[config.mk]
export PLATFORM = sky130hd
export DESIGN_NAME = errrec_top
export DESIGN_NICKNAME = d
export VERILOG_FILES = /design/src/rtl/errrec_pkg.sv /design/src/rtl/errrec_top.sv /design/src/rtl/errrec_counter.sv /design/src/rtl/errrec_event_sort.sv
export SDC_FILE = /design/constraint.sdc
export NUM_CORES = 1
export LEC_CHECK = 0
export BUFFER_PORTS_ARGS = -buffer_cell sky130_fd_sc_hd__buf_4
export CAP_MARGIN = 20
export CORE_MARGIN = 10
export CORE_UTILIZATION = 24
export DETAILED_ROUTE_END_ITERATION = 7
export PLACE_DENSITY = 0.48
export SLEW_MARGIN = 20
export SYNTH_ARGS = -nofsm -noshare
export SYNTH_HDL_FRONTEND = slang
export SYNTH_HIERARCHICAL = 1
export SYNTH_SLANG_ARGS = --single-unit
export TNS_END_PERCENT = 5
[constraint.sdc]
create_clock -name ref_clk -period 5.6 [get_ports ref_clk]
set_clock_uncertainty 0.15 [all_clocks]
set_input_delay 1.68 -clock ref_clk [delete_from_list [all_inputs] [get_ports ref_clk]]
set_output_delay 1.68 -clock ref_clk [all_outputs]
set_load 0.005 [all_outputs]
[src/rtl/errrec_pkg.sv]
// Constants, field layouts and types for the error record register bank.
// Assumes one core clock and a selected-record system-register access port.
package errrec_pkg;
    localparam int DATA_W       = 64;
    localparam int PA_W         = 48;
    localparam int NS_BIT       = 63;
    localparam int CTL_ED_BIT   = 0;
    localparam int CTL_UI_BIT   = 2;
    localparam int CTL_FI_BIT   = 3;
    localparam int CTL_CFI_BIT  = 8;
    localparam logic CTL_RST    = 1'h0;
    localparam int LOC_W        = 32;
    localparam logic [31:0] LOC_MASK = 32'hf3ff_ffff;
    localparam int CNT_W        = 7;
    localparam int REP_LSB      = 32;
    localparam int REP_OVF_BIT  = 39;
    localparam int OTH_LSB      = 40;
    localparam int OTH_OVF_BIT  = 47;
    localparam int SEL_W        = 16;
    localparam logic [15:0] SEL_THIS = 16'h0000;
    localparam int REG_ID_W     = 3;
    localparam logic [2:0] ID_ADDR  = 3'h0;
    localparam logic [2:0] ID_CTL   = 3'h1;
    localparam logic [2:0] ID_FEAT  = 3'h2;
    localparam logic [2:0] ID_MISC0 = 3'h3;
    localparam logic [2:0] ID_MISC1 = 3'h4;
    localparam logic [1:0] FR_DUI   = 2'h0;
    localparam logic       FR_RP    = 1'h1;
    localparam logic [2:0] FR_CEC   = 3'h2;
    localparam logic [1:0] FR_CFI   = 2'h2;
    localparam logic [1:0] FR_UE    = 2'h1;
    localparam logic [1:0] FR_FI    = 2'h2;
    localparam logic [1:0] FR_UI    = 2'h2;
    localparam logic [1:0] FR_ED    = 2'h2;
    localparam logic [63:0] FR_VALUE = 64'h0000_0000_0000_a9a2;
    typedef enum logic [1:0] {
        KIND_CORR   = 2'h0,
        KIND_DEFER  = 2'h1,
        KIND_UNCORR = 2'h3,
        KIND_NONE   = 2'h2
    } errrec_kind_t;
endpackage : errrec_pkg

[src/rtl/errrec_top.sv]
// Error record register bank: address, control, feature and syndrome registers.
// Assumes a same-clock system-register port and same-clock error reports.
`timescale 1ns/10ps
module errrec_top #(
    parameter int SEL_W = errrec_pkg::SEL_W
) (
    // Clock and reset
    input  wire logic                      ref_clk,
    input  wire logic                      rst,

    // Selected-record register access
    input  wire logic [SEL_W-1:0]          record_index_choice,
    input  wire logic                      reg_req,
    input  wire logic                      reg_write,
    input  wire logic [2:0]                reg_id,
    input  wire logic [63:0]               reg_wdata,
    output logic [63:0]                    reg_rdata,
    output logic                           reg_ack,

    // Error report from detection logic
    input  wire logic                      err_valid,
    input  wire errrec_pkg::errrec_kind_t  err_kind,
    input  wire logic                      err_higher_prio,
    input  wire logic [47:0]               err_paddr,
    input  wire logic                      err_nonsecure,
    input  wire logic [31:0]               err_location,

    // Controls and interrupts
    output logic                           error_detection_enable,
    output logic                           fault_irq,
    output logic                           recovery_irq
);
    // Register state
    logic [47:0] paddr_q;
    logic [47:0] paddr_d;
    logic        secure_state_bit_q;
    logic        secure_state_bit_d;
    logic        ed_q;
    logic        ed_d;
    logic        ui_q;
    logic        ui_d;
    logic        fi_q;
    logic        fi_d;
    logic        cfi_q;
    logic        cfi_d;
    logic [31:0] loc_q;
    logic [31:0] loc_d;
    logic        held_q;
    logic        held_d;
    logic [63:0] rdata_q;
    logic [63:0] rdata_d;
    logic        ack_q;
    logic        fault_pulse_q;
    logic        recov_pulse_q;

    // Access decode
    logic        this_rec;
    logic        wr_addr;
    logic        wr_ctl;
    logic        wr_misc0;
    logic        rd_go;

    // Event actions
    logic        rep_inc;
    logic        oth_inc;
    logic        syn_load;
    logic        addr_load;
    logic        fault_evt;
    logic        recov_evt;
    logic        syn_match;

    // Counters
    logic [6:0]  repeat_corrected_count;
    logic        repeat_overflow_sticky;
    logic [6:0]  other_corrected_count;
    logic        other_overflow_sticky;

    // Read views
    logic [63:0] addr_view;
    logic [63:0] ctl_view;
    logic [63:0] feat_view;
    logic [63:0] misc0_view;

    // Feature fields
    logic [1:0]  deferred_recovery_irq_support;
    logic        repeat_counter_present;
    logic [2:0]  corrected_counter_kind;
    logic [1:0]  feat_cfi;
    logic [1:0]  inband_error_report;
    logic [1:0]  feat_fi;
    logic [1:0]  feat_ui;
    logic [1:0]  feat_ed;

    localparam logic [SEL_W-1:0] SEL_THIS_W = SEL_W'(errrec_pkg::SEL_THIS);

    // Decoding of the selected-record access
    assign this_rec = record_index_choice == SEL_THIS_W;
    assign wr_addr  = reg_req & reg_write & this_rec & (reg_id == errrec_pkg::ID_ADDR);
    assign wr_ctl   = reg_req & reg_write & this_rec & (reg_id == errrec_pkg::ID_CTL);
    assign wr_misc0 = reg_req & reg_write & this_rec & (reg_id == errrec_pkg::ID_MISC0);
    assign rd_go    = reg_req & ~reg_write;

    // Event sorting
    assign syn_match = (err_location & errrec_pkg::LOC_MASK) == loc_q;

    errrec_event_sort u_sort (
        .err_valid       (err_valid),
        .err_kind        (err_kind),
        .err_higher_prio (err_higher_prio),
        .ed              (ed_q),
        .fi              (fi_q),
        .ui              (ui_q),
        .held            (held_q),
        .syn_match       (syn_match),
        .rep_inc         (rep_inc),
        .oth_inc         (oth_inc),
        .syn_load        (syn_load),
        .addr_load       (addr_load),
        .fault_evt       (fault_evt),
        .recov_evt       (recov_evt)
    );

    // Counters count even when a higher priority error blocks the record
    errrec_counter #(
        .W (errrec_pkg::CNT_W)
    ) u_rep (
        .ref_clk  (ref_clk),
        .rst      (rst),
        .inc      (rep_inc),
        .wr_en    (wr_misc0),
        .wr_count (reg_wdata[errrec_pkg::REP_LSB +: errrec_pkg::CNT_W]),
        .wr_flag  (reg_wdata[errrec_pkg::REP_OVF_BIT]),
        .count    (repeat_corrected_count),
        .ovf      (repeat_overflow_sticky)
    );

    errrec_counter #(
        .W (errrec_pkg::CNT_W)
    ) u_oth (
        .ref_clk  (ref_clk),
        .rst      (rst),
        .inc      (oth_inc),
        .wr_en    (wr_misc0),
        .wr_count (reg_wdata[errrec_pkg::OTH_LSB +: errrec_pkg::CNT_W]),
        .wr_flag  (reg_wdata[errrec_pkg::OTH_OVF_BIT]),
        .count    (other_corrected_count),
        .ovf      (other_overflow_sticky)
    );

    // Address record next value, hardware capture wins over software
    assign paddr_d = addr_load ? err_paddr
                   : (wr_addr ? reg_wdata[errrec_pkg::PA_W-1:0] : paddr_q);
    assign secure_state_bit_d = addr_load ? err_nonsecure
                   : (wr_addr ? reg_wdata[errrec_pkg::NS_BIT] : secure_state_bit_q);

    // Control next values
    assign ed_d  = wr_ctl ? reg_wdata[errrec_pkg::CTL_ED_BIT]  : ed_q;
    assign ui_d  = wr_ctl ? reg_wdata[errrec_pkg::CTL_UI_BIT]  : ui_q;
    assign fi_d  = wr_ctl ? reg_wdata[errrec_pkg::CTL_FI_BIT]  : fi_q;
    assign cfi_d = wr_ctl ? reg_wdata[errrec_pkg::CTL_CFI_BIT] : cfi_q;

    // Syndrome location, captured with the first recorded corrected error
    assign loc_d = syn_load ? (err_location & errrec_pkg::LOC_MASK)
                 : (wr_misc0 ? (reg_wdata[31:0] & errrec_pkg::LOC_MASK) : loc_q);
    assign held_d = syn_load | (held_q & ~wr_misc0);

    // Feature fields
    assign deferred_recovery_irq_support = errrec_pkg::FR_DUI;
    assign repeat_counter_present        = errrec_pkg::FR_RP;
    assign corrected_counter_kind        = errrec_pkg::FR_CEC;
    assign feat_cfi                      = errrec_pkg::FR_CFI;
    assign inband_error_report           = errrec_pkg::FR_UE;
    assign feat_fi                       = errrec_pkg::FR_FI;
    assign feat_ui                       = errrec_pkg::FR_UI;
    assign feat_ed                       = errrec_pkg::FR_ED;

    assign feat_view = {46'h0, deferred_recovery_irq_support, repeat_counter_present,
                        corrected_counter_kind, feat_cfi, inband_error_report,
                        feat_fi, feat_ui, 2'h0, feat_ed};

    // Read views
    assign addr_view = {secure_state_bit_q, 15'h0, paddr_q};
    assign ctl_view  = {55'h0, cfi_q, 4'h0, fi_q, ui_q, 1'h0, ed_q};
    assign misc0_view = {16'h0, other_overflow_sticky, other_corrected_count,
                         repeat_overflow_sticky, repeat_corrected_count,
                         loc_q};

    assign rdata_d = ~this_rec                       ? 64'h0
                   : (reg_id == errrec_pkg::ID_ADDR)  ? addr_view
                   : (reg_id == errrec_pkg::ID_CTL)   ? ctl_view
                   : (reg_id == errrec_pkg::ID_FEAT)  ? feat_view
                   : (reg_id == errrec_pkg::ID_MISC0) ? misc0_view
                   : 64'h0;

    // Address and syndrome storage
    always_ff @(posedge ref_clk) begin
        if (rst) begin
            paddr_q            <= '0;
            secure_state_bit_q <= 1'b0;
            loc_q              <= '0;
            held_q             <= 1'b0;
        end else begin
            paddr_q            <= paddr_d;
            secure_state_bit_q <= secure_state_bit_d;
            loc_q              <= loc_d;
            held_q             <= held_d;
        end
    end

    // Control storage
    always_ff @(posedge ref_clk) begin
        if (rst) begin
            ed_q  <= errrec_pkg::CTL_RST;
            ui_q  <= errrec_pkg::CTL_RST;
            fi_q  <= errrec_pkg::CTL_RST;
            cfi_q <= errrec_pkg::CTL_RST;
        end else begin
            ed_q  <= ed_d;
            ui_q  <= ui_d;
            fi_q  <= fi_d;
            cfi_q <= cfi_d;
        end
    end

    // Read answer, one cycle after each accepted request
    always_ff @(posedge ref_clk) begin
        if (rst) begin
            rdata_q <= '0;
            ack_q   <= 1'b0;
        end else begin
            rdata_q <= rd_go ? rdata_d : rdata_q;
            ack_q   <= reg_req;
        end
    end

    // Event interrupt pulses
    always_ff @(posedge ref_clk) begin
        if (rst) begin
            fault_pulse_q <= 1'b0;
            recov_pulse_q <= 1'b0;
        end else begin
            fault_pulse_q <= fault_evt;
            recov_pulse_q <= recov_evt;
        end
    end

    // Outputs
    assign reg_rdata = rdata_q;
    assign reg_ack   = ack_q;
    assign error_detection_enable = ed_q;
    assign fault_irq = (cfi_q & (repeat_overflow_sticky | other_overflow_sticky))
                     | fault_pulse_q;
    assign recovery_irq = recov_pulse_q;
endmodule : errrec_top

[src/rtl/errrec_counter.sv]
// Corrected-error counter with a sticky overflow flag.
// Assumes increment and software write are same-clock single-cycle strobes.
`timescale 1ns/10ps
module errrec_counter #(
    parameter int W = 7
) (
    // Clock and reset
    input  wire logic         ref_clk,
    input  wire logic         rst,
    // Hardware event
    input  wire logic         inc,
    // Software write
    input  wire logic         wr_en,
    input  wire logic [W-1:0] wr_count,
    input  wire logic         wr_flag,
    // State
    output logic [W-1:0]      count,
    output logic              ovf
);
    logic [W-1:0] count_q;
    logic [W-1:0] count_d;
    logic         ovf_q;
    logic         ovf_d;
    logic         wrap;

    assign wrap    = inc & (&count_q);
    assign count_d = inc ? count_q + W'(1) : (wr_en ? wr_count : count_q);
    assign ovf_d   = wrap | (wr_en ? wr_flag : ovf_q);

    always_ff @(posedge ref_clk) begin
        if (rst) begin
            count_q <= '0;
            ovf_q   <= 1'b0;
        end else begin
            count_q <= count_d;
            ovf_q   <= ovf_d;
        end
    end

    assign count = count_q;
    assign ovf   = ovf_q;
endmodule : errrec_counter

[src/rtl/errrec_event_sort.sv]
// Sorts one reported error into counter, record and interrupt actions.
// Assumes event inputs come from same-clock detection logic.
`timescale 1ns/10ps
module errrec_event_sort (
    // Reported error
    input  wire logic                      err_valid,
    input  wire errrec_pkg::errrec_kind_t  err_kind,
    input  wire logic                      err_higher_prio,
    // Record state
    input  wire logic                      ed,
    input  wire logic                      fi,
    input  wire logic                      ui,
    input  wire logic                      held,
    input  wire logic                      syn_match,
    // Actions
    output logic                           rep_inc,
    output logic                           oth_inc,
    output logic                           syn_load,
    output logic                           addr_load,
    output logic                           fault_evt,
    output logic                           recov_evt
);
    logic accept;
    logic is_corr;
    logic is_defer;
    logic is_uncorr;

    assign accept    = err_valid & ed;
    assign is_corr   = err_kind == errrec_pkg::KIND_CORR;
    assign is_defer  = err_kind == errrec_pkg::KIND_DEFER;
    assign is_uncorr = err_kind == errrec_pkg::KIND_UNCORR;

    assign rep_inc   = accept & is_corr & (~held | syn_match);
    assign oth_inc   = accept & is_corr & held & ~syn_match;
    assign syn_load  = accept & is_corr & ~held & ~err_higher_prio;
    assign addr_load = accept & ~err_higher_prio;
    assign fault_evt = accept & (is_defer | is_uncorr) & fi;
    assign recov_evt = accept & is_uncorr & ui;
endmodule : errrec_event_sort

# --- After elaboration in Yosys (flattened, before gate mapping) ---
# Cells that the tools add are included.
totals:
  reg_bits: 167
  latchBits: 0
  ram_bits: 0
  rom_bits: 0
  inputBits: 172
  output_inout_bits: 68
  mem_count: 0
classes:
  n_addsub: 2
  n_mul: 0
  div_mod_pow: 0
  order_cmp: 0
  eq_ne: 6
  n_shift: 0
  n_mux: 17
  n_bitwise: 34
  reduce_logical: 9
ops:
  columns: ["op", "n"]
  rows:
  - ["48-bit 2-to-1 mux", 5]
  - ["64-bit 2-to-1 mux", 2]
  - ["32-bit 2-to-1 mux", 2]
  - ["30-bit == test", 1]
  - ["7-bit 2-to-1 mux", 4]
  - ["1-bit bitwise AND", 22]
  - ["16-bit zero test", 1]
  - ["7-bit by 1-bit adder with 7-bit output, second input constant", 2]
  - ["7-bit AND reduction", 2]
  - ["2-bit nonzero test", 4]
  - ["1-bit bitwise OR", 7]
  - ["3-bit by 2-bit == test with 1-bit output, second input constant", 2]
  - ["1-bit inverter", 5]
  - ["1-bit 2-to-1 mux", 4]
  - ["3-bit by 1-bit == test with 1-bit output, second input constant", 1]
  - ["3-bit zero test", 1]
  - ["2-bit by 1-bit == test with 1-bit output, second input constant", 1]
  - ["2-bit == test, second input constant", 1]
  - ["2-bit zero test", 1]

# --- Logic depth before layout (Yosys ltp) ---
logic_depth:
  depth_word: 6
  mapped_depth: 10

# --- Hierarchy ---
# The synthesis kept the hierarchy.
by_module_without_submodules:
  columns: ["mod", "instances", "cells_each", "area_each_um2", "seq_area_each_um2"]
  rows:
  - ["errrec_top", 1, 810, 6981.7, 2722.6]
  - ["errrec_counter", 2, 45, 407.9, 160.2]
  - ["errrec_event_sort", 1, 12, 81.3, 0.0]

# --- Least setup slack after synthesis ---
# Ideal clock, no wire load.
synth_timing:
  path_type: "input port to flip-flop"
  startpoint: "input record_index_choice[1]"
  endpoint: "register u_oth.count_q[4], in the netlist u_oth/count[4]"
  t_arrival_ns: 4.144
  setup_slack_ns: 1.194
  cell_stages: 8
  path_cell_list: "or4_4 > or4_4 > buf_6 > buf_6 > nor2_1 > and2b_4 > nor3_1 > a2111oi_1"
synth_via:
  elab_chain_len: 4
synth_lines:
  columns: ["element", "line_no", "text"]
  rows:
  - ["from (decl)", "errrec_top.sv:12", "input wire logic [SEL_W-1:0] record_index_choice,"]
  - ["16-bit zero test", "errrec_top.sv:97", "assign this_rec = record_index_choice == SEL_THIS_W;"]
  - ["1-bit bitwise AND (2 in a row)", "errrec_top.sv:100", "assign wr_misc0 = reg_req & reg_write & this_rec & (reg_id == errrec_pkg::ID_MISC0);"]
  - ["named net wr_misc0", "errrec_top.sv:60", "logic wr_misc0;"]
  - ["2-bit nonzero test (no source line)", null, null]
  - ["to (signal assigned)", "errrec_counter.sv:35", "count_q <= count_d;"]
  - ["to (decl)", "errrec_counter.sv:20", "logic [W-1:0] count_q;"]
# The timed path passes the listed nets, and every way through them passes these cells.
# A chain may end at the register's enable or synchronous reset.

# --- Worst setup path in the final report ---
layout_timing:
  startpoint: "input record_index_choice[1]"
  endpoint: "register u_rep.count_q[4], in the netlist u_rep/count[4]"
layout_via:
  elab_chain_len: 4
layout_lines:
  columns: ["element", "line_no"]
  rows:
  - ["16-bit zero test", "errrec_top.sv:97"]
  - ["1-bit bitwise AND (2 in a row)", "errrec_top.sv:100"]
  - ["named net wr_misc0", "errrec_top.sv:60"]
  - ["2-bit nonzero test (no source line)", null]
  - ["to (signal assigned)", "errrec_counter.sv:35"]
  - ["to (decl)", "errrec_counter.sv:20"]
# The timed path passes the listed nets, and every way through them passes these cells.

==> results.sh <==
export IMPL_rsz0062_at_grt="no"
export IMPL_yosysUniqueCellTypes=49
export IMPL_internal_power_uw=1856
export IMPL_grt_overflow=0
export IMPL_antenna_left=0
export IMPL_worst_r2r_endpoint="u_rep/count[5]"
export IMPL_routabilityCongestion=0.7329
export IMPL_required_ns=5.77
export IMPL_power_frac_comb_pct=7.7
export IMPL_synth_ff_type="dfxtp_1"
export IMPL_cp_startpoint="record_index_choice[1]"
export IMPL_grt_pass1_vias=8253
export IMPL_fin_nets=1223
export IMPL_fillers=3453
export IMPL_seq_power_share_pct=43.4
export IMPL_area_delta_synth_final_pct=30.41
export IMPL_crit_buf_inv=2
export IMPL_cts_buffers=17
export IMPL_final_cell_mix="buf_4, dfxtp_1, o21ai_0"
export IMPL_grt_pass1_wl_um=51290
export IMPL_maxSlewHeadroom_pct=29.94
export IMPL_setup_tns_final_ns=0
export IMPL_dr_pass1_iters=5
export IMPL_initial_core_util_pct=24.28
export IMPL_yosysWarnings=6
export IMPL_yosysSeqAreaShare_pct=38.62
export IMPL_fin_crit_ns=4.035
export IMPL_setup_viol_count_final=0
export IMPL_cts_sinks=152
export IMPL_grt_antenna_before_repair=0
export IMPL_crit_path_start_kind="input port"
export IMPL_max_stage_delay_ns=0.59
export IMPL_synth_edf_count=0
export IMPL_ys_seq_elements=152
export IMPL_grt_start_max_net_pins=153
export IMPL_pre_cts_ws_ns=1.121
export IMPL_portBuffers=207
export IMPL_dieHeight_um=201.2
export IMPL_cts_hold_buf=0
export IMPL_routed_wl_um=33730
export IMPL_worst_pin_slew_ns=1.048
export IMPL_via_count=8074
export IMPL_clk_pin_slew_ns=0.06
export IMPL_clockPowerShare_pct=48.9
export IMPL_hold_end="reg_rdata[38]"
export IMPL_cts_tree="done"
export IMPL_worstHoldStart="paddr_q[38]"
export IMPL_rr_worst_depth=11
export IMPL_crit_chain="buf_4 -> or4_4 -> or4_4 -> nor2_1 -> buf_4 -> and2b_4 -> nor3_1 -> a2111oi_1"
export IMPL_leakagePower_uw=0.003650
export IMPL_syn_area_um2=7879
export IMPL_drc=0
export IMPL_clk_path_buf_depth=2
export IMPL_post_cts_resized=0
export IMPL_avgSynthCellArea_um2=8.639
export IMPL_cts_htree_levels=4
export IMPL_hp_class="flop to flop"
export IMPL_insertion_delay_ns=0.44
export IMPL_critical_path_top_delay_family="simple AND/OR/NAND/NOR gates"
export IMPL_slowest_stage="or4_4"
export IMPL_powerDensity_nw_per_um2=242.3
export IMPL_cts_root_buffer="clkbuf_16"
export IMPL_arrival_ns=4.20
export IMPL_hold_violations=0
export IMPL_ir_drop_mv=0.2013
export IMPL_viasPerCell=5.368
export IMPL_critPathKind="input port to flop"
export IMPL_postCtsSetupRepairBufs=0
export IMPL_die_w_um=201.2
export IMPL_io_pins=240
export IMPL_wl_per_cell_um=22.43
export IMPL_max_cap_viol_count=0
export IMPL_slew_viol_final=0
export IMPL_dr_first_iter_drc_count=541
export IMPL_layout_commonest_cell="buf_4"
export IMPL_dieArea_um2=40480
export IMPL_drive_above_1_share_pct=27.68
export IMPL_status="complete, no violations"
export IMPL_period_share_pct=72.06
export IMPL_detailed_place_hpwl_um=21780
export IMPL_grt_use_total_pct=15.92
export IMPL_async_flop_share_pct=0
export IMPL_p_sw_uw=633.7
export IMPL_n_antenna_cell=0
export IMPL_min_path_cells=2
export IMPL_reg2reg_from="loc_q[22]"
export IMPL_coreArea_um2=32450
export IMPL_cp_end_kind="flop"
export IMPL_critPathMaxFanout=6
export IMPL_max_freq_mhz=247.8
export IMPL_num_rows=66
export IMPL_synth_cells=912
export IMPL_setup_ws_ns=1.565
export IMPL_regToRegSetupSlack_ns=2.72
export IMPL_p_sw_share_pct=25.46
flip-flops by register name, indices dropped and copies added (netlist names):
signal / flops
u_oth/count: 7
paddr_q: 48
fi_q: 1
u_oth/ovf: 1
secure_state_bit_q: 1
held_q: 1
error_detection_enable: 1
recovery_irq: 1
reg_rdata: 49
u_rep/count: 7
ui_q: 1
fault_pulse_q: 1
u_rep/ovf: 1
reg_ack: 1
loc_q: 30
cfi_q: 1
synthesized netlist by cell type (3+ instances only):
library cell | n | area share [%]
nand3_1 | 41 | 2.6
nor4_1 | 7 | 0.56
mux2i_1 | 8 | 1.0
a41oi_1 | 49 | 5.4
nand2_1 | 18 | 0.86
o21ai_1 | 27 | 1.7
buf_1 | 6 | 0.29
nor2b_1 | 5 | 0.40
dfxtp_1 | 152 | 39
inv_1 | 51 | 2.4
buf_4 | 17 | 1.6
o2111ai_1 | 6 | 0.67
clkbuf_1 | 72 | 3.4
xor2_1 | 20 | 2.2
buf_2 | 21 | 1.3
nor2_1 | 51 | 2.4
nor3_1 | 4 | 0.25
a221oi_1 | 41 | 4.6
buf_6 | 8 | 1.1
o21ai_0 | 60 | 3.8
a31oi_1 | 8 | 0.64
nand2b_1 | 4 | 0.32
a32oi_1 | 40 | 4.4
a311oi_1 | 34 | 3.8
a221oi_2 | 10 | 1.9
xnor2_1 | 10 | 1.1
o2bb2ai_1 | 3 | 0.33
or4_4 | 3 | 0.43
nand4_1 | 55 | 4.4
a21oi_1 | 50 | 3.2
power groups by stage:
stage | sequential, uW | combinational [uW] | clock (uW)
global placement | 1110 | 193 | 0
floorplan | 1110 | 65.5 | 0
global route | 1080 | 205 | 1280
finish | 1080 | 191 | 1220
detailed placement | 1110 | 191 | 0
CTS | 1080 | 192 | 1250
per-layer routing:
metal  track usage, %  vias to the layer above  wire length (um)
met5                0                        -                 0
met4            3.732                        0               343
met3            4.610                       22              2515
met2            25.52                      299             15840
met1            20.64                     3961             15030
li1                 -                     3792                 -
worst register-to-register path, delay by kind of cell (launching register included):
kind / cells / cell delay (ns)
xor+xnor: 1 / 0.16
flops: 1 / 0.34
simple gates: 5 / 1.32
compound gates: 2 / 0.39
buf+inv: 3 / 0.42
final cells by class:
class / instances / area (um2) / share of cell area [%]
clock buffers: 20 / 456.7 / 4.445
clock inverters: 12 / 141.4 / 1.376
inverters: 53 / 200.2 / 1.948
multi-input cells: 597 / 4106 / 39.97
flip-flops and latches: 152 / 3043 / 29.62
well taps: 442 / 553.0 / 5.382
repair buffers: 228 / 1774 / 17.27
worst max-delay path by stage:
stage,cells past startpoint,slack [ns],endpoint
after CTS,8,1.62,u_rep/count[4]
after global placement,8,1.20,u_rep/count[4]
final,8,1.56,u_rep/count[4]
after global routing,12,1.46,u_rep/count[4]
after floorplan,8,1.19,u_oth/count[4]
after detailed placement,8,1.12,u_rep/count[4]
cell families (layout without fill, tap and decap cells):
logic type	count (synthesis)	after routing	synth area share (%)
compound gates	332	332	30.95
simple gates	208	208	15.09
buf+inv	177	313	10.34
flops	152	152	38.62
xor+xnor	30	30	3.335
mux	10	10	1.302
fa+ha+maj	2	2	0.3176
other cells	1	15	0.04760
metrics by stage:
step           hold slack (ns)  instances  power [uW]  cell area (um2)  util [%]
2_1_floorplan           0.2931        926        1171             7931         -
3_3_place_gp            0.2940       1472        1298             9676     29.81
3_5_place_dp            0.3054       1472        1297             9676     29.81
4_1_cts                 0.3107       1504        2519            10270     31.66
5_1_grt                 0.3328       1504        2566            10270     31.66
6_report                0.3097       1504        2489            10270     31.66
Note: power is estimated with default switching activity, not from simulation.
